**src/logic/pcg_cfg.svh**
```systemverilog
// Purpose: constants for the programmable clock generator controller
// Assumes: word-wide register writes from the cpu side only
// Notes:   field positions, offsets and reset values live here
`ifndef PCG_CFG_SVH
`define PCG_CFG_SVH

`define PCG_ADDR_CSR         32'h01b7c100
`define PCG_ADDR_MULT        32'h01b7c110
`define PCG_ADDR_DIV0        32'h01b7c114
`define PCG_ADDR_DIV1        32'h01b7c118
`define PCG_ADDR_DIV2        32'h01b7c11c
`define PCG_ADDR_DIV3        32'h01b7c120
`define PCG_ADDR_OSC         32'h01b7c124

`define PCG_CSR_PATH_BIT     0
`define PCG_CSR_PWRDN_BIT    1
`define PCG_CSR_RST_BIT      3
`define PCG_CSR_STABLE_BIT   6
`define PCG_DIV_EN_BIT       15
`define PCG_RATIO_MSB        4

`define PCG_MULT_RST         5'h07
`define PCG_DIV0_RST         5'h00
`define PCG_DIV1_RST         5'h00
`define PCG_DIV2_RST         5'h01
`define PCG_DIV3_RST         5'h01
`define PCG_OSC_RST          5'h07

`define PCG_RESET_TIME_NS    125
`define PCG_LOCK_TYP_US      75
`define PCG_LOCK_MAX_NS      187500
`define PCG_CLK_MHZ          200
`define PCG_OSC_SETTLE_CYC   4096

`endif

```
**src/logic/pcg_pkg.sv**
```systemverilog
// Purpose: shared types of the clock generator controller
// Assumes: nothing beyond the cfg header
// Notes:   divider slots index the divider interface array
package pcg_pkg;
    typedef logic [4:0] pcg_ratio_t;
    typedef enum logic [2:0] {
        PCG_DV_PRE  = 3'h0,
        PCG_DV_CORE = 3'h1,
        PCG_DV_BUS  = 3'h2,
        PCG_DV_MEM  = 3'h3,
        PCG_DV_OSC  = 3'h4
    } pcg_slot_t;
    localparam int PCG_NDIV = 5;
endpackage : pcg_pkg

```
**src/logic/pcg_div_if.sv**
```systemverilog
// Purpose: carries one divider's source tick, setting and output pulse
// Assumes: all signals on clk_in
// Notes:   ctl side drives tick, ratio and enable
`timescale 1ns/10ps
`default_nettype none
interface pcg_div_if;
    import pcg_pkg::*;
    logic       tick;
    pcg_ratio_t ratio;
    logic       enable;
    logic       pulse;
    modport ctl (output tick, output ratio, output enable, input pulse);
    modport div (input tick, input ratio, input enable, output pulse);
endinterface : pcg_div_if
`default_nettype wire

```
**src/logic/pcg_divider.sv**
```systemverilog
// Purpose: divides a tick stream by ratio+1, one pulse per divided period
// Assumes: tick is a one-cycle enable on clk_in
// Notes:   a new ratio is taken at the period boundary, or every cycle while the divider is disabled
`timescale 1ns/10ps
`default_nettype none
`include "pcg_cfg.svh"
module pcg_divider import pcg_pkg::*; (
    input  wire logic clk_in,
    input  wire logic rstn_in,
    input  wire logic ce_in,
    pcg_div_if.div    bus
);
    pcg_ratio_t cnt_r, cnt_nxt;
    pcg_ratio_t act_r, act_nxt;
    logic       pulse_r, pulse_nxt;
    logic       wrap;

    assign wrap = bus.tick && (cnt_r == act_r);

    always_comb begin
        cnt_nxt   = cnt_r;
        act_nxt   = act_r;
        pulse_nxt = 1'b0;
        if (!bus.enable) begin               // [RL21]
            cnt_nxt = '0;
            act_nxt = bus.ratio;
        end else if (wrap) begin
            cnt_nxt   = '0;
            act_nxt   = bus.ratio;             // [RL23] [RL20]
            pulse_nxt = 1'b1;
        end else if (bus.tick) begin
            cnt_nxt = cnt_r + 5'h01;
        end
    end

    always_ff @(posedge clk_in or negedge rstn_in) begin
        if (!rstn_in) begin
            cnt_r   <= '0;
            act_r   <= '0;
            pulse_r <= 1'b0;
        end else if (ce_in) begin
            cnt_r   <= cnt_nxt;
            act_r   <= act_nxt;
            pulse_r <= pulse_nxt;
        end
    end

    assign bus.pulse = pulse_r;

    // ticks since the last pulse, read only by the checks below
    pcg_ratio_t gap_r;
    always_ff @(posedge clk_in or negedge rstn_in) begin
        if (!rstn_in) begin
            gap_r <= '0;
        end else if (ce_in && bus.tick) begin
            gap_r <= wrap ? 5'h00 : gap_r + 5'h01;
        end
    end

    a_disabled_silent: assert property (@(posedge clk_in) disable iff (!rstn_in) // [RL21]
        (ce_in && !bus.enable) |=> !bus.pulse)
        else $error("disabled divider produced a pulse");
    a_period_whole: assert property (@(posedge clk_in) disable iff (!rstn_in) // [RL23]
        (ce_in && bus.enable && wrap && $past(bus.pulse)) |-> (gap_r == act_r))
        else $error("divided period cut short");
    c_div_pulse: cover property (@(posedge clk_in) disable iff (!rstn_in)
        bus.pulse ##1 !bus.pulse [*2] ##1 bus.pulse);
endmodule : pcg_divider
`default_nettype wire

```
**src/logic/pcg_clock_ctrl.sv**
```systemverilog
// Purpose: programmable clock generator control, dividers and output gating
// Assumes: clk_in is the reference input clock; pll_tick_in is the
//          analog multiplier output presented as an enable on clk_in
// Notes:   output clocks are one-cycle enable pulses per divided period, except memory_clock_output_out with the external pin selected
//
// Summary of operation
// RL1 - hold pll reset at least 125 ns
// RL2 - wait lock time before leaving bypass
// RL3 - clock two needs bus enable and gate
// RL4 - clock three divides raw input clock
// RL5 - memory clock source select and enable
// RL6 - prescale then multiply x4 to x25
// RL7 - path select picks bypass or pll
// RL8 - three post-dividers from selected reference
// RL9 - software keeps pll frequencies in range
// RL10 - bus clock exactly half core clock
// RL11 - clock two comes from bus clock
// RL12 - order divider writes by direction
// RL13 - bypass while changing pll input
// RL14 - never disable core or bus divider
// RL15 - only cpu touches these registers
// RL16 - stable flag zero until counter done
// RL17 - reset bit drives pll reset
// RL18 - software writes zero to bit two
// RL19 - power down bit drives pll
// RL20 - reprogram anything while running
// RL21 - disabled divider gives no clock
// RL22 - divider three off only with external
// RL23 - changes land on period boundaries
// RL24 - reserved bits read zero
`timescale 1ns/10ps
`default_nettype none
`include "pcg_cfg.svh"
module pcg_clock_ctrl import pcg_pkg::*; #(
    parameter int OSC_SETTLE_CYC = `PCG_OSC_SETTLE_CYC
) (
    input  wire logic        clk_in,
    input  wire logic        rstn_in,
    input  wire logic        ce_in,
    input  wire logic        reg_wr_in,
    input  wire logic        reg_rd_in,
    input  wire logic [31:0] reg_addr_in,
    input  wire logic [31:0] reg_wdata_in,
    output logic      [31:0] reg_rdata_out,
    input  wire logic        pll_tick_in,
    input  wire logic        memory_clock_input_in,
    input  wire logic        clk_out_two_enable_in,
    input  wire logic        memclk_out_enable_in,
    input  wire logic        memclk_source_select_in,
    output logic             pll_reset_out,
    output logic             pll_power_down_out,
    output logic      [4:0]  pll_mult_out,
    output logic             pll_reference_out,
    output logic             core_clock_out,
    output logic             peripheral_bus_clock_out,
    output logic             memory_if_clock_out,
    output logic             clock_output_two_out,
    output logic             clock_output_three_out,
    output logic             memory_clock_output_out
);
    // reset and lock waits are left to software; the hardware does not police them
    // reset release through two flops
    logic rst_s1_r, rstn_r;
    always_ff @(posedge clk_in or negedge rstn_in) begin
        if (!rstn_in) begin
            rst_s1_r <= 1'b0;
            rstn_r   <= 1'b0;
        end else begin
            rst_s1_r <= 1'b1;
            rstn_r   <= rst_s1_r;
        end
    end

    function automatic logic hit(input logic [31:0] a, input logic [31:0] ref_a);
        hit = (a == ref_a);
    endfunction : hit

    // register state
    logic       path_r, path_nxt;
    logic       pwrdn_r, pwrdn_nxt;
    logic       prst_r, prst_nxt;
    pcg_ratio_t mult_r, mult_nxt;
    pcg_ratio_t ratio_r [PCG_NDIV];
    pcg_ratio_t ratio_nxt [PCG_NDIV];
    logic [PCG_NDIV-1:0] en_r, en_nxt;
    logic [31:0] rdata_nxt;
    logic [31:0] div_addr [PCG_NDIV];

    assign div_addr[PCG_DV_PRE]  = `PCG_ADDR_DIV0;
    assign div_addr[PCG_DV_CORE] = `PCG_ADDR_DIV1;
    assign div_addr[PCG_DV_BUS]  = `PCG_ADDR_DIV2;
    assign div_addr[PCG_DV_MEM]  = `PCG_ADDR_DIV3;
    assign div_addr[PCG_DV_OSC]  = `PCG_ADDR_OSC;

    // oscillator settle counter behind the stable flag
    logic [15:0] osc_cnt_r, osc_cnt_nxt;
    logic        stable_r, stable_nxt;

    always_comb begin
        osc_cnt_nxt = osc_cnt_r;
        stable_nxt  = stable_r;
        if (!stable_r) begin
            if (osc_cnt_r == 16'(OSC_SETTLE_CYC - 1)) begin
                stable_nxt = 1'b1;                              // [RL16]
            end else begin
                osc_cnt_nxt = osc_cnt_r + 16'h0001;
            end
        end
    end

    always_comb begin
        path_nxt  = path_r;
        pwrdn_nxt = pwrdn_r;
        prst_nxt  = prst_r;
        mult_nxt  = mult_r;
        ratio_nxt = ratio_r;
        en_nxt    = en_r;
        rdata_nxt = '0;
        if (reg_wr_in && hit(reg_addr_in, `PCG_ADDR_CSR)) begin
            path_nxt  = reg_wdata_in[`PCG_CSR_PATH_BIT];         // [RL7]
            pwrdn_nxt = reg_wdata_in[`PCG_CSR_PWRDN_BIT];        // [RL19]
            prst_nxt  = reg_wdata_in[`PCG_CSR_RST_BIT];          // [RL17]
        end
        if (reg_wr_in && hit(reg_addr_in, `PCG_ADDR_MULT)) begin
            mult_nxt = reg_wdata_in[`PCG_RATIO_MSB:0];           // [RL6] [RL20]
        end
        for (int i = 0; i < PCG_NDIV; i++) begin
            if (reg_wr_in && hit(reg_addr_in, div_addr[i])) begin
                ratio_nxt[i] = reg_wdata_in[`PCG_RATIO_MSB:0];   // [RL20]
                en_nxt[i]    = reg_wdata_in[`PCG_DIV_EN_BIT];
            end
            if (reg_rd_in && hit(reg_addr_in, div_addr[i])) begin
                rdata_nxt[`PCG_RATIO_MSB:0] = ratio_r[i];
                rdata_nxt[`PCG_DIV_EN_BIT]  = en_r[i];
            end
        end
        if (reg_rd_in && hit(reg_addr_in, `PCG_ADDR_CSR)) begin
            rdata_nxt[`PCG_CSR_PATH_BIT]   = path_r;             // [RL24]
            rdata_nxt[`PCG_CSR_PWRDN_BIT]  = pwrdn_r;
            rdata_nxt[`PCG_CSR_RST_BIT]    = prst_r;
            rdata_nxt[`PCG_CSR_STABLE_BIT] = stable_r;           // [RL16]
        end
        if (reg_rd_in && hit(reg_addr_in, `PCG_ADDR_MULT)) begin
            rdata_nxt[`PCG_RATIO_MSB:0] = mult_r;
        end
    end

    always_ff @(posedge clk_in or negedge rstn_r) begin
        if (!rstn_r) begin
            path_r        <= 1'b0;
            pwrdn_r       <= 1'b0;
            prst_r        <= 1'b1;
            mult_r        <= `PCG_MULT_RST;
            ratio_r[PCG_DV_PRE]  <= `PCG_DIV0_RST;
            ratio_r[PCG_DV_CORE] <= `PCG_DIV1_RST;
            ratio_r[PCG_DV_BUS]  <= `PCG_DIV2_RST;
            ratio_r[PCG_DV_MEM]  <= `PCG_DIV3_RST;
            ratio_r[PCG_DV_OSC]  <= `PCG_OSC_RST;
            en_r          <= '1;                                 // [RL3] [RL4] [RL21]
            reg_rdata_out <= '0;
            osc_cnt_r     <= '0;
            stable_r      <= 1'b0;
        end else if (ce_in) begin
            path_r        <= path_nxt;
            pwrdn_r       <= pwrdn_nxt;
            prst_r        <= prst_nxt;
            mult_r        <= mult_nxt;
            ratio_r       <= ratio_nxt;
            en_r          <= en_nxt;
            reg_rdata_out <= rdata_nxt;
            osc_cnt_r     <= osc_cnt_nxt;
            stable_r      <= stable_nxt;
        end
    end

    assign pll_reset_out      = prst_r;                          // [RL17]
    assign pll_power_down_out = pwrdn_r;                         // [RL19]
    assign pll_mult_out       = mult_r;                          // [RL6]

    // path select takes effect only on a reference tick, so no runt edge
    logic path_act_r, path_act_nxt;
    logic hf_tick;
    assign hf_tick = path_act_r ? pll_tick_in : 1'b1;            // [RL7]
    always_comb begin
        path_act_nxt = path_act_r;
        if (hf_tick) begin
            path_act_nxt = path_r;                               // [RL23]
        end
    end

    // external memory clock pin: three flops, accept when last two agree
    logic [2:0] ek_sync_r, ek_sync_nxt;
    logic       ek_lvl_r, ek_lvl_nxt;
    always_comb begin
        ek_sync_nxt = {ek_sync_r[1:0], memory_clock_input_in};
        ek_lvl_nxt  = (ek_sync_r[1] == ek_sync_r[2]) ? ek_sync_r[2] : ek_lvl_r;
    end

    pcg_div_if dif [PCG_NDIV] ();
    logic [PCG_NDIV-1:0] pulse;

    genvar g;
    generate
        for (g = 0; g < PCG_NDIV; g++) begin : g_div
            // prescaler and oscillator divider see the raw input clock
            assign dif[g].tick   = (g == PCG_DV_PRE || g == PCG_DV_OSC) ?
                                   1'b1 : hf_tick;              // [RL4] [RL8]
            assign dif[g].ratio  = ratio_r[g];
            assign dif[g].enable = en_r[g];
            assign pulse[g]      = dif[g].pulse;
            pcg_divider u_div (
                .clk_in  (clk_in),
                .rstn_in (rstn_r),
                .ce_in   (ce_in),
                .bus     (dif[g].div)
            );
        end
    endgenerate

    logic out2_r, out2_nxt;
    logic ekout_r, ekout_nxt;
    always_comb begin
        out2_nxt  = pulse[PCG_DV_BUS] && clk_out_two_enable_in;  // [RL3] [RL11]
        ekout_nxt = memclk_out_enable_in &&
                    (memclk_source_select_in ? ek_lvl_r : pulse[PCG_DV_MEM]); // [RL5]
    end

    always_ff @(posedge clk_in or negedge rstn_r) begin
        if (!rstn_r) begin
            path_act_r <= 1'b0;
            ek_sync_r  <= '0;
            ek_lvl_r   <= 1'b0;
            out2_r     <= 1'b0;
            ekout_r    <= 1'b0;
        end else if (ce_in) begin
            path_act_r <= path_act_nxt;
            ek_sync_r  <= ek_sync_nxt;
            ek_lvl_r   <= ek_lvl_nxt;
            out2_r     <= out2_nxt;
            ekout_r    <= ekout_nxt;
        end
    end

    assign pll_reference_out        = pulse[PCG_DV_PRE];         // [RL6]
    assign core_clock_out           = pulse[PCG_DV_CORE];        // [RL8]
    assign peripheral_bus_clock_out = pulse[PCG_DV_BUS];
    assign memory_if_clock_out      = pulse[PCG_DV_MEM];
    assign clock_output_three_out   = pulse[PCG_DV_OSC];         // [RL4]
    assign clock_output_two_out     = out2_r;
    assign memory_clock_output_out  = ekout_r;

    a_stable_waits: assert property (@(posedge clk_in) disable iff (!rstn_r) // [RL16]
        (osc_cnt_r != 16'(OSC_SETTLE_CYC - 1) && !stable_r) |-> !stable_nxt ##1 !stable_r)
        else $error("stable flag set before settle count ended");
    a_csr_reset_bit: assert property (@(posedge clk_in) disable iff (!rstn_r) // [RL17]
        (ce_in && reg_wr_in && hit(reg_addr_in, `PCG_ADDR_CSR))
        |=> pll_reset_out == $past(reg_wdata_in[`PCG_CSR_RST_BIT]))
        else $error("pll reset does not follow its control bit");
    a_csr_pwrdn_bit: assert property (@(posedge clk_in) disable iff (!rstn_r) // [RL19]
        (ce_in && reg_wr_in && hit(reg_addr_in, `PCG_ADDR_CSR))
        |=> pll_power_down_out == $past(reg_wdata_in[`PCG_CSR_PWRDN_BIT]))
        else $error("pll power down does not follow its control bit");
    a_csr_reserved_zero: assert property (@(posedge clk_in) disable iff (!rstn_r) // [RL24]
        (ce_in && reg_rd_in && hit(reg_addr_in, `PCG_ADDR_CSR))
        |=> (reg_rdata_out[31:7] == '0 && reg_rdata_out[5:4] == '0 && !reg_rdata_out[2]))
        else $error("reserved status bits read nonzero");
    a_out_two_gate: assert property (@(posedge clk_in) disable iff (!rstn_r) // [RL3]
        ($past(ce_in) && clock_output_two_out)
        |-> $past(pulse[PCG_DV_BUS] && clk_out_two_enable_in))
        else $error("clock two pulsed without bus clock and gate");
    a_memclk_source: assert property (@(posedge clk_in) disable iff (!rstn_r) // [RL5]
        (ce_in && memclk_out_enable_in && !memclk_source_select_in)
        |=> memory_clock_output_out == $past(pulse[PCG_DV_MEM]))
        else $error("memory clock output not taken from internal divider");
    a_bypass_ticks: assert property (@(posedge clk_in) disable iff (!rstn_r) // [RL7]
        (ce_in && !path_r && hf_tick) |=> !path_act_r)
        else $error("bypass not taken within one reference tick");
    a_mult_write: assert property (@(posedge clk_in) disable iff (!rstn_r) // [RL6]
        (ce_in && reg_wr_in && hit(reg_addr_in, `PCG_ADDR_MULT))
        |=> pll_mult_out == $past(reg_wdata_in[`PCG_RATIO_MSB:0]))
        else $error("multiplier write not applied");
    c_leave_bypass: cover property (@(posedge clk_in) disable iff (!rstn_r)
        !path_act_r ##1 path_act_r);
    c_stable_set: cover property (@(posedge clk_in) disable iff (!rstn_r)
        $rose(stable_r));
    c_ext_memclk: cover property (@(posedge clk_in) disable iff (!rstn_r)
        memclk_source_select_in && memory_clock_output_out);
endmodule : pcg_clock_ctrl
`default_nettype wire

```
**config.mk**
```make
export PLATFORM = sky130hd
export DESIGN_NAME = pcg_clock_ctrl
export DESIGN_NICKNAME = d
export VERILOG_FILES = /design/src/logic/pcg_pkg.sv /design/src/logic/pcg_div_if.sv /design/src/logic/pcg_divider.sv /design/src/logic/pcg_clock_ctrl.sv
export VERILOG_INCLUDE_DIRS = /design/src /design/src/logic
export SDC_FILE = /design/constraint.sdc
export NUM_CORES = 1
export LEC_CHECK = 0
export BUFFER_PORTS_ARGS = -buffer_cell sky130_fd_sc_hd__buf_2
export CAP_MARGIN = 30
export CORE_MARGIN = 2
export CORE_UTILIZATION = 40
export CTS_BUF_LIST = sky130_fd_sc_hd__clkbuf_8
export CTS_CLUSTER_SIZE = 12
export DETAILED_ROUTE_END_ITERATION = 8
export HOLD_SLACK_MARGIN = 0.12
export PLACE_DENSITY = 0.69
export SLEW_MARGIN = 20
export SYNTH_ARGS = -nofsm -noshare
export SYNTH_HDL_FRONTEND = slang
export SYNTH_HIERARCHICAL = 1
export SYNTH_SLANG_ARGS = --single-unit
```
**constraint.sdc**
```tcl
create_clock -name clk_in -period 5.04 [get_ports clk_in]
set_clock_uncertainty 0.2 [all_clocks]
set_input_delay 0.252 -clock clk_in [delete_from_list [all_inputs] [get_ports clk_in]]
set_output_delay 0.252 -clock clk_in [all_outputs]
set_load 0.05 [all_outputs]
```
Word-level counts from Yosys, hierarchy flattened
Index checks and enable logic that the tools add are counted.
Widths: inputs -> output; s select.

storage, ports and cells
  register bits after elaboration = 126
  input bits = 74
  logic and storage cells = 157

cells by class
  add/subtract/negate cells = 6
  equal/unequal tests = 22
  muxes and demuxes = 51
  bitwise logic cells = 2
  reduce and logical (&&, ||, !) cells = 37

operators by type and width
  cell                   number
  $eq 32x25->1 const B   7
  $mux 5                 29
  $reduce_and 2->1       17
  $add 5x1->5 const B    5
  $eq 5x5->1             5
  $mux 1                 21
  $logic_and 1x1->1      19
  $add 16x1->16 const B  1
  $eq 16x12->1 const B   1
  $ne 2x1->1 const B     5
  $ne 3x1->1 const B     3
  $reduce_and 3->1       1
  $mux 2                 1
  $not 1->1              2
  $eq 1x1->1             1

Logic depth before layout (Yosys ltp)
Gate-level depths: netlist of the first run.

  word-level depth = 9
  gate-level depth with buffers = 7
  gate-level depth less buffers = 5

Modules after synthesis
Netlist of the first run, hierarchy kept.

by module, submodules not included
  module          times used  cells each  area an instance (µm²)
  pcg_clock_ctrl  1           311         3633.5
  pcg_divider     5           74          688.2

Least setup slack after synthesis of the first run
OpenSTA, ideal clock, no wires.

  path type = input-to-reg
  start = in reg_addr_in[27]
  end = reg ratio_r (netlist bit dif[2].ratio[1])
  setup time = 0.125 ns
  data arrival time = 2.048 ns
  setup slack = 2.667 ns
  stages = 7
  cell sequence = nor4_2 > nand4_2 > or3_1 > buf_6 > or3_4 > buf_6 > mux2_4

on the way
  word-level cells in the longest chain between the ends = 3

RTL lines
  item                            line                   text
  start: declaration              pcg_clock_ctrl.sv:42   input wire logic [31:0] reg_addr_in,
  $eq 32x25->1                    pcg_clock_ctrl.sv:75   hit = (a == ref_a);
  $logic_and 1x1->1               pcg_clock_ctrl.sv:128  if (reg_wr_in && hit(reg_addr_in, div_addr[i])) begin
  $reduce_and 2->1 (no line)      --
  end signal: indexed assignment  pcg_clock_ctrl.sv:154  ratio_r[PCG_DV_PRE] <= `PCG_DIV0_RST;
  end signal: indexed assignment  pcg_clock_ctrl.sv:155  ratio_r[PCG_DV_CORE] <= `PCG_DIV1_RST;
  end signal: indexed assignment  pcg_clock_ctrl.sv:156  ratio_r[PCG_DV_BUS] <= `PCG_DIV2_RST;
  end: declaration                pcg_clock_ctrl.sv:83   pcg_ratio_t ratio_r [PCG_NDIV];

No other way between the ends.
A chain may end at the register's enable or synchronous reset.

Worst setup path in the final report of the first run
  start = in reg_addr_in[3]
  end = reg reg_rdata_out[1]

on the way
  word-level cells in the longest chain between the ends = 9
  elaborated cells on any way between the ends = 21
  those cells by class = eq/ne: 7; mux: 7; reduce/logical: 7

RTL lines
  item                    line                   text
  $eq 32x25->1            pcg_clock_ctrl.sv:75
  $logic_and 1x1->1       pcg_clock_ctrl.sv:132  if (reg_rd_in && hit(reg_addr_in, div_addr[i])) begin
  $mux 5 (5 in a row)     pcg_clock_ctrl.sv:132
  $mux 2                  pcg_clock_ctrl.sv:137  if (reg_rd_in && hit(reg_addr_in, `PCG_ADDR_CSR)) begin
  $mux 5 (*)              pcg_clock_ctrl.sv:143  if (reg_rd_in && hit(reg_addr_in, `PCG_ADDR_MULT)) begin
  end signal: assignment  pcg_clock_ctrl.sv:170  reg_rdata_out <= rdata_nxt;
  end: declaration        pcg_clock_ctrl.sv:44   output logic [31:0] reg_rdata_out,

Mark *: on every way between the ends. The rest lies on a longest branch, timed or not.

==> results.md, run 1 <==
* Die ar. at 18,800 um^2
* Most used DFF post-synth: dfrtp_1
* CP max stage cell: nor4_1
* DRT Pass-1 Iters at 5
* Antenna violations before repair at 0
* Initial Util at 0.409
* Yosys warning count at 6
* Top achievable clock speed at 0.352 GHz
* Final period util at 0.563
* Max-slew headroom at 0.414
* Pwr Total at 2.11 mW
* Critical path capture point type: flip-flop
* CTS tree: done
* Final min period at 2840 ps
* DRC viols at 0
* Sequential area share after synthesis at 0.448
* Seq cells post-synth at 126
* CTS buffer count at 17
* Initial detailed-routing violation count at 487
* Vias in the first global route at 5,363
* Asr flop ratio synth at 1.00
* Clk_lat worst skew at 450 ps
* Fraction of layout cells with a size suffix above 1 at 0.230
* Sum Neg Setup Slack at 0 ps
* FILL cells at 1,595
* H-tree lvl count at 4
* Largest net degree at the start of global routing at 75
* Die Wd at 137 um
* CP endpoint: reg_rdata_out[1]
* Routing usage on met1 at 0.262
* Total grt overflow at 0
* Via density at 5.72
* CP delay by family, top: simple AND/OR/NAND/NOR gates
* Crit-path cells: dlygate4sd3_1 > buf_2 > nor4_1 > nand3_1 > or4_2 > o211ai_1 > o32ai_1
* Pleak at 3.40 nW
* Core ar. at 17,300 um^2
* Setup WS post-layout at 2200 ps
* Final-report max-slew violation count at 0
* Routability congestion estimate at 0.862
* Post-synth EDFFs at 0
* Status: finished, final reports clean
* CTS clk-pin slew, worst paths at 80 ps
* Global-route wire length before repair at 27,200 um
* Final Hold Viols at 0
* Routing usage on met3 at 0.0396
* FP Rows at 48
* Clock Sinks at 126
* CP bufs+invs at 2
* Utilization after layout at 0.469
* Design Area, Final at 8110 um^2
* Final-stage net count at 848
* RR Endpoint: osc_cnt_r[6]
* Via count at 5,755
* Root Buffer: clkbuf_8
* Length in cells of the worst reg-to-reg path at 5
* Synth Cell Area at 7070 um^2
* Met2 usage at 0.277
* WL/cell at 16.6 um
* Placed cell area at 7490 um^2
* Arr. time, crit path at 2920 ps
* R2r setup slk at 2970 ps
* MaxCap Viol Count at 0
* I/O Pins at 120
* Dpl ws at 2230 ps
* Cell count after synthesis at 681
* Area Overhead vs Synth at 14.7%
* Worst min path class: reg -> async
* WS Path Type: in -> reg
* Critical path's largest stage delay at 730 ps
* Max Buffers Root-to-Sink at 2
* DP HPWL at 11,500 um
* VDD IR max at 189 uV
* Total GRT Usage at 0.185
* Worst path depth at 7
* Unrepaired setup endpoints after global routing: false
* Required @ worst endpoint at 5130 ps
* Worst r2r src: osc_cnt_r[13]
* Avg Cell Area, Syn at 10.4 um^2
* Endpoints failing setup at 0
* Antenna diodes at 0
* Critical Path Fanout Max at 7
* Die Ht at 137 um
* Post-synthesis cell type count at 64
* # port buffers at 68
* Crit start category: primary input
* Remaining antenna violation count at 0
* Gr busiest metal: met2
* Pwr Density at 259 nW/um^2
* Post-CTS setup buffers at 0
* Worst Max-Slew Pin Slew at 871 ps
* Final wirelength at 16,700 um
* Critical Path Source: reg_addr_in[3]
==> state kept, by name, indices dropped and copies added (netlist names), 3 cells and up <==
| register | cells |
|---|---|
| ek_sync_r | 3 |
| dif.ratio | 25 |
| osc_cnt_r | 16 |
| reg_rdata_out | 7 |
| pll_mult_out | 5 |
| en_r | 5 |
| g_div.u_div/cnt_r | 25 |
| g_div.u_div/act_r | 25 |
| g_div.u_div/bus.pulse | 5 |
==> Yosys cell counts (all sizes together), types with 3 or more instances <==
cell | number | share of area
dfrtp | 112 | 0.40
nand2 | 68 | 0.036
mux2 | 48 | 0.080
nand4 | 41 | 0.037
xnor2 | 38 | 0.047
buf | 35 | 0.040
o211ai | 34 | 0.036
inv | 23 | 0.012
nand3 | 23 | 0.016
a21oi | 22 | 0.016
o21ai | 17 | 0.012
a221oi | 16 | 0.020
clkbuf | 15 | 0.0080
dfstp | 14 | 0.052
a22o | 13 | 0.016
nor2b | 13 | 0.011
nor2 | 11 | 0.0058
nor3 | 11 | 0.0094
a31oi | 10 | 0.0088
o2111ai | 10 | 0.012
o311ai | 10 | 0.012
and2 | 8 | 0.0071
and4 | 7 | 0.0087
nand2b | 7 | 0.0062
a2111oi | 6 | 0.0074
ha | 6 | 0.011
nor4 | 6 | 0.0083
a211o | 5 | 0.0062
a221o | 5 | 0.0071
and3 | 5 | 0.0044
o41ai | 5 | 0.0062
or4 | 5 | 0.0060
o22ai | 4 | 0.0035
o32ai | 3 | 0.0037
or3 | 3 | 0.0035
==> worst register-to-register path, cell delays in order (launching register included) <==
cell and delay, ps:
dfrtp_1 410, nor4_1 310, nand4_1 180, o211a_1 430, and4_1 300, xor2_1 130
==> per-stage QoR <==
| stage | instances | hold slack (ps) |
|---|---|---|
| final | 1006 | 101 |
| after global routing | 1006 | 126 |
| after CTS | 1004 | 159 |
| after detailed placement | 956 | -162 |
| after global placement | 956 | -162 |
| after floorplan | 711 | -244 |
==> cell usage in the layout, fill, tap and decap left out, types with 4 or more instances in the layout <==
cell type / synthesis / layout
o41ai_1: 5 / 5
dfrtp_1: 112 / 111
clkinvlp_4: 0 / 6
a211o_1: 5 / 5
a22o_1: 13 / 13
nand2b_1: 7 / 7
xnor2_1: 38 / 38
and3_1: 5 / 5
inv_1: 23 / 23
buf_2: 2 / 68
ha_1: 6 / 6
a221oi_1: 16 / 16
and2_1: 7 / 7
clkbuf_8: 0 / 18
o2111ai_1: 10 / 10
nand3_1: 23 / 23
o22ai_1: 4 / 4
o311ai_1: 10 / 10
conb_1: 2 / 32
mux2_4: 6 / 6
a21oi_1: 22 / 22
and4_1: 7 / 7
o21ai_1: 10 / 10
or4_2: 4 / 4
a2111oi_0: 6 / 6
nor4_1: 4 / 4
mux2_2: 42 / 42
a31oi_1: 10 / 10
o211ai_1: 34 / 34
nor2b_1: 13 / 13
nor2_1: 11 / 11
dfstp_2: 14 / 14
nand4_1: 40 / 40
o21ai_0: 7 / 7
dlygate4sd3_1: 0 / 16
nor3_1: 10 / 10
a221o_1: 5 / 5
nand2_1: 68 / 68
==> cell type report <==
class	count	area [um^2]	area share
timing repair buffer	88	563	0.0694
inverter	23	86.3	0.0106
clock inverter	14	168	0.0207
clock buffer	18	248	0.0305
tap	225	282	0.0347
multi-input combinational	512	3590	0.443
sequential	126	3170	0.391
==> layer usage <==
layer  vias up  wire length, um
met2       182             7660
li1       2756                -
met4         0              424
met3        33              829
met1      2784             7810
met5         -                0
==> where the power goes <==
part / switching [mW] / internal [mW] / leakage [nW]
registers: 0.00598 / 1.02 / 1.69
clock network: 0.422 / 0.500 / 0.193
logic: 0.117 / 0.0418 / 1.51
total: 0.545 / 1.56 / 3.40
==> worst min path at each step <==
stage                       start                      end
after floorplan           rstn_in                 rst_s1_r
after global placement    rstn_in                 rst_s1_r
after detailed placement  rstn_in                 rst_s1_r
after CTS                   ce_in                 stable_r
after global routing       rstn_r  g_div[0].u_div/cnt_r[3]
final                      rstn_r            osc_cnt_r[13]
==> logic make-up (layout without fill, tap and decap cells) <==
family / count (synthesis) / in the layout / share of synthesized area
AOI/OAI and AO/OA: 169 / 169 / 0.178
muxes: 49 / 49 / 0.0810
other: 2 / 32 / 0.00106
buffers and inverters: 73 / 143 / 0.0598
xor gates and xnor gates: 40 / 40 / 0.0495
adders and majority gates: 6 / 6 / 0.0106
DFF: 126 / 126 / 0.448
and+or+nand+nor: 216 / 216 / 0.172
==> repair_timing <==
item,in CTS,in global routing
gates resized for setup,0,0
endpoints found under the hold margin,46,27
hold buffers,16,1
Note: power is estimated with default switching activity, not from simulation.
==> run 2, diff against run 1 <==
--- a/config.mk
+++ b/config.mk
@@ -6,6 +6,7 @@
 export SDC_FILE = /design/constraint.sdc
 export NUM_CORES = 1
 export LEC_CHECK = 0
+export ABC_AREA = 1
 export BUFFER_PORTS_ARGS = -buffer_cell sky130_fd_sc_hd__buf_2
 export CAP_MARGIN = 30
 export CORE_MARGIN = 2
@@ -14,7 +15,7 @@
 export CTS_CLUSTER_SIZE = 12
 export DETAILED_ROUTE_END_ITERATION = 8
 export HOLD_SLACK_MARGIN = 0.12
-export PLACE_DENSITY = 0.69
+export PLACE_DENSITY = 0.72
 export SLEW_MARGIN = 20
 export SYNTH_ARGS = -nofsm -noshare
 export SYNTH_HDL_FRONTEND = slang
==> constraint.sdc (replaced) <==
create_clock -name clk_in -period 2.4 [get_ports clk_in]
set_clock_uncertainty 0.2 [all_clocks]
set_input_delay 0.12 -clock clk_in [delete_from_list [all_inputs] [get_ports clk_in]]
set_output_delay 0.12 -clock clk_in [all_outputs]
set_load 0.05 [all_outputs]
==> run 2 against run 1 <==
Combinational power increased to 4.9 times the previous value. Non-clock buffer count increased by 21. Global-route usage decreased by 0.80 points. Total power increased by 140%. Sequential power increased by 140%. Worst hold slack improved by 19 ps. Final area increased by 1.1%. Critical path depth increased by 6. Synthesized cell count increased by 31%. First-iteration DRC count decreased by 18%. Via count increased by 0.49%. Clock-buffer cell count increased by 5.
==> results.md, run 2 <==
* Status: finished, final reports clean
* Routability congestion estimate at 0.844
* Cell count after synthesis at 889
* I/O Pins at 120
* Total grt overflow at 0
* Max Buffers Root-to-Sink at 2
* Die ar. at 18,400 um^2
* Synth area leaders: dfrtp_1, nand2_1, inv_1
* Antenna diodes at 0
* Setup WS post-layout at 89.4 ps
* Routing usage on met1 at 0.248
* Final wirelength at 15,200 um
* Synth area leader: dfrtp_1
* H-tree lvl count at 4
* Initial detailed-routing violation count at 399
* Crit start category: primary input
* Endpoints failing setup at 0
* Final hold slack at 120 ps
* Multi-input logic area at 3090 um^2
* FILL cells at 1,666
* Initial Util at 0.404
* Worst r2r src: g_div[3].u_div/bus.pulse
* Die Ht at 136 um
* Routing usage on met3 at 0.0404
* Pwr Density at 606 nW/um^2
* CTS tree: done
* Via count at 5,783
* Root Buffer: clkbuf_8
* Via density at 4.65
* Met2 usage at 0.270
* Final Hold Viols at 0
* Post-synth EDFFs at 0
* Global-route wire length before repair at 25,500 um
* DRC viols at 0
* Gr busiest metal: met2
* Required @ worst endpoint at 2530 ps
* CP endpoint: dif[2].ratio[1]
* Final-report max-slew violation count at 0
* Commonest non-fill, non-tap cells in the layout: nand2_1, inv_1, dfrtp_1, buf_2, nand3_1
* Total GRT Usage at 0.177
* RR Endpoint: memory_clock_output_out
* DP HPWL at 11,100 um
* Vias in the first global route at 5,363
* Length in cells of the worst reg-to-reg path at 4
* Most common cell after layout, fill and taps aside: nand2_1
* Yosys warning count at 6
* MaxCap Viol Count at 0
* Seq. cell area at 3170 um^2
* CTS buffer count at 17
* Post-Synth Adder-Cell Area at 0.0108
* Compound-gate portion of the synthesized area at 0.0562
* Mux cell area share after synthesis at 0.00976
* DRT Pass-1 Iters at 5
* Post-synthesis cell type count at 39
* Most used DFF post-synth: dfrtp_1
* Antenna violations before repair at 0
* CTS clk-pin slew, worst paths at 70 ps
* Fraction of layout cells with a size suffix above 1 at 0.197
* Critical Path Source: reg_addr_in[4]
* Most frequent cell after synthesis: nand2_1
* Final-stage net count at 1,086
* Arr. time, crit path at 2440 ps
* WL/cell at 12.2 um
* FP Rows at 48
* Post-synth top cells: nand2_1, inv_1, dfrtp_1
* Final period util at 0.963
* Clock Sinks at 126
* Sequential area share after synthesis at 0.458
* Largest family of logic cells by synthesized area: simple AND/OR/NAND/NOR gates
* Critical path capture point type: flip-flop
* Remaining antenna violation count at 0
* Xor and xnor area share after synthesis at 0.0367
* Clk_lat worst skew at 440 ps
* WS Path Type: in -> reg
* Largest net degree at the start of global routing at 50
* # port buffers at 68
* Area Overhead vs Synth at 18.5%
* Core ar. at 17,100 um^2
* Post-synth top area share at 0.405
* Dpl ws at 425 ps
* Critical Path Fanout Max at 12
* Pleak at 4.41 nW
* Post-synthesis simple-gate area fraction at 0.315
* Final min period at 2310 ps
* R2r setup slk at 260 ps
* Worst min path class: reg -> async
* Worst Max-Slew Pin Slew at 539 ps
* Seq cells post-synth at 126
* Max-slew headroom at 0.641
* Die Wd at 136 um
* Avg Cell Area, Syn at 7.79 um^2
* Asr flop ratio synth at 1.00
* Synth Cell Area at 6920 um^2
* VDD IR max at 310 uV
* Top achievable clock speed at 0.433 GHz
[run 2: how the worst min path moves through the flow]
stage	startpoint	endpoint	slack [ps]	cells past startpoint
finish	rstn_r	g_div[0].u_div/act_r[0]	120	0
global route	rst_s1_r	rstn_r	170	0
CTS	rstn_r	g_div[0].u_div/cnt_r[2]	140	0
floorplan	rstn_in	rst_s1_r	-380	0
global placement	rstn_in	rst_s1_r	-290	1
detailed placement	rstn_in	rst_s1_r	-290	1
[run 2: cell type report]
| cell class | count | share of cell area |
|---|---|---|
| flip-flops and latches | 126 | 0.387 |
| multi-input cells | 618 | 0.376 |
| clock buffers | 23 | 0.0386 |
| well taps | 225 | 0.0343 |
| inverters | 134 | 0.0613 |
| repair buffers | 109 | 0.0938 |
| clock inverters | 9 | 0.00839 |
[run 2: per-stage QoR]
step,std cells,power (mW),cell area [um^2],TNS (ps),util
global placement,1178,3.18,7460,0,0.436
CTS,1242,5.02,8160,0,0.477
global route,1244,5.25,8200,-4.90,0.479
finish,1244,4.97,8200,0,0.479
floorplan,917,3.04,7030,0,-
detailed placement,1178,3.20,7460,0,0.436
[run 2: what timing repair did]
action | 4_1_cts | 5_1_grt
gates resized for setup | 0 | 6
hold buffers | 32 | 0
endpoints found under the setup margin | 0 | 10
buffers inserted | 0 | 2
hold endpoints to repair | 76 | 0
[run 2: where the power goes]
| part | internal [mW] | switching, mW |
|---|---|---|
| combinational | 0.276 | 0.500 |
| clock | 0.966 | 0.798 |
| sequential | 2.27 | 0.153 |
| total | 3.52 | 1.45 |
[run 2: kinds of logic after synthesis]
kind of cell / after synthesis
AND/OR/NAND/NOR: 477
buffers and inverters: 173
flip-flops: 126
AO/OA/AOI/OAI: 70
XOR/XNOR: 29
adder cells (fa/ha/maj): 6
multiplexers: 6
other: 2
[run 2: routing by layer]
metal | vias up | wire (um) | share of wire
met1 | 2651 | 7430 | 0.49
met2 | 158 | 6880 | 0.45
met3 | 20 | 685 | 0.045
li1 | 2954 | - | -
met5 | - | 0 | 0
met4 | 0 | 248 | 0.016
[run 2: critical path: stages]
cell           delay, ps
dlygate4sd3_1        510
buf_2                120
nand2_2              100
nor2_8               160
nand2_4               60
nor3_4               180
nand4_2              140
nor2_4               150
buf_12               150
nor2_1                40
a21oi_1              100
dlygate4sd3_1        560
inv_1                 40
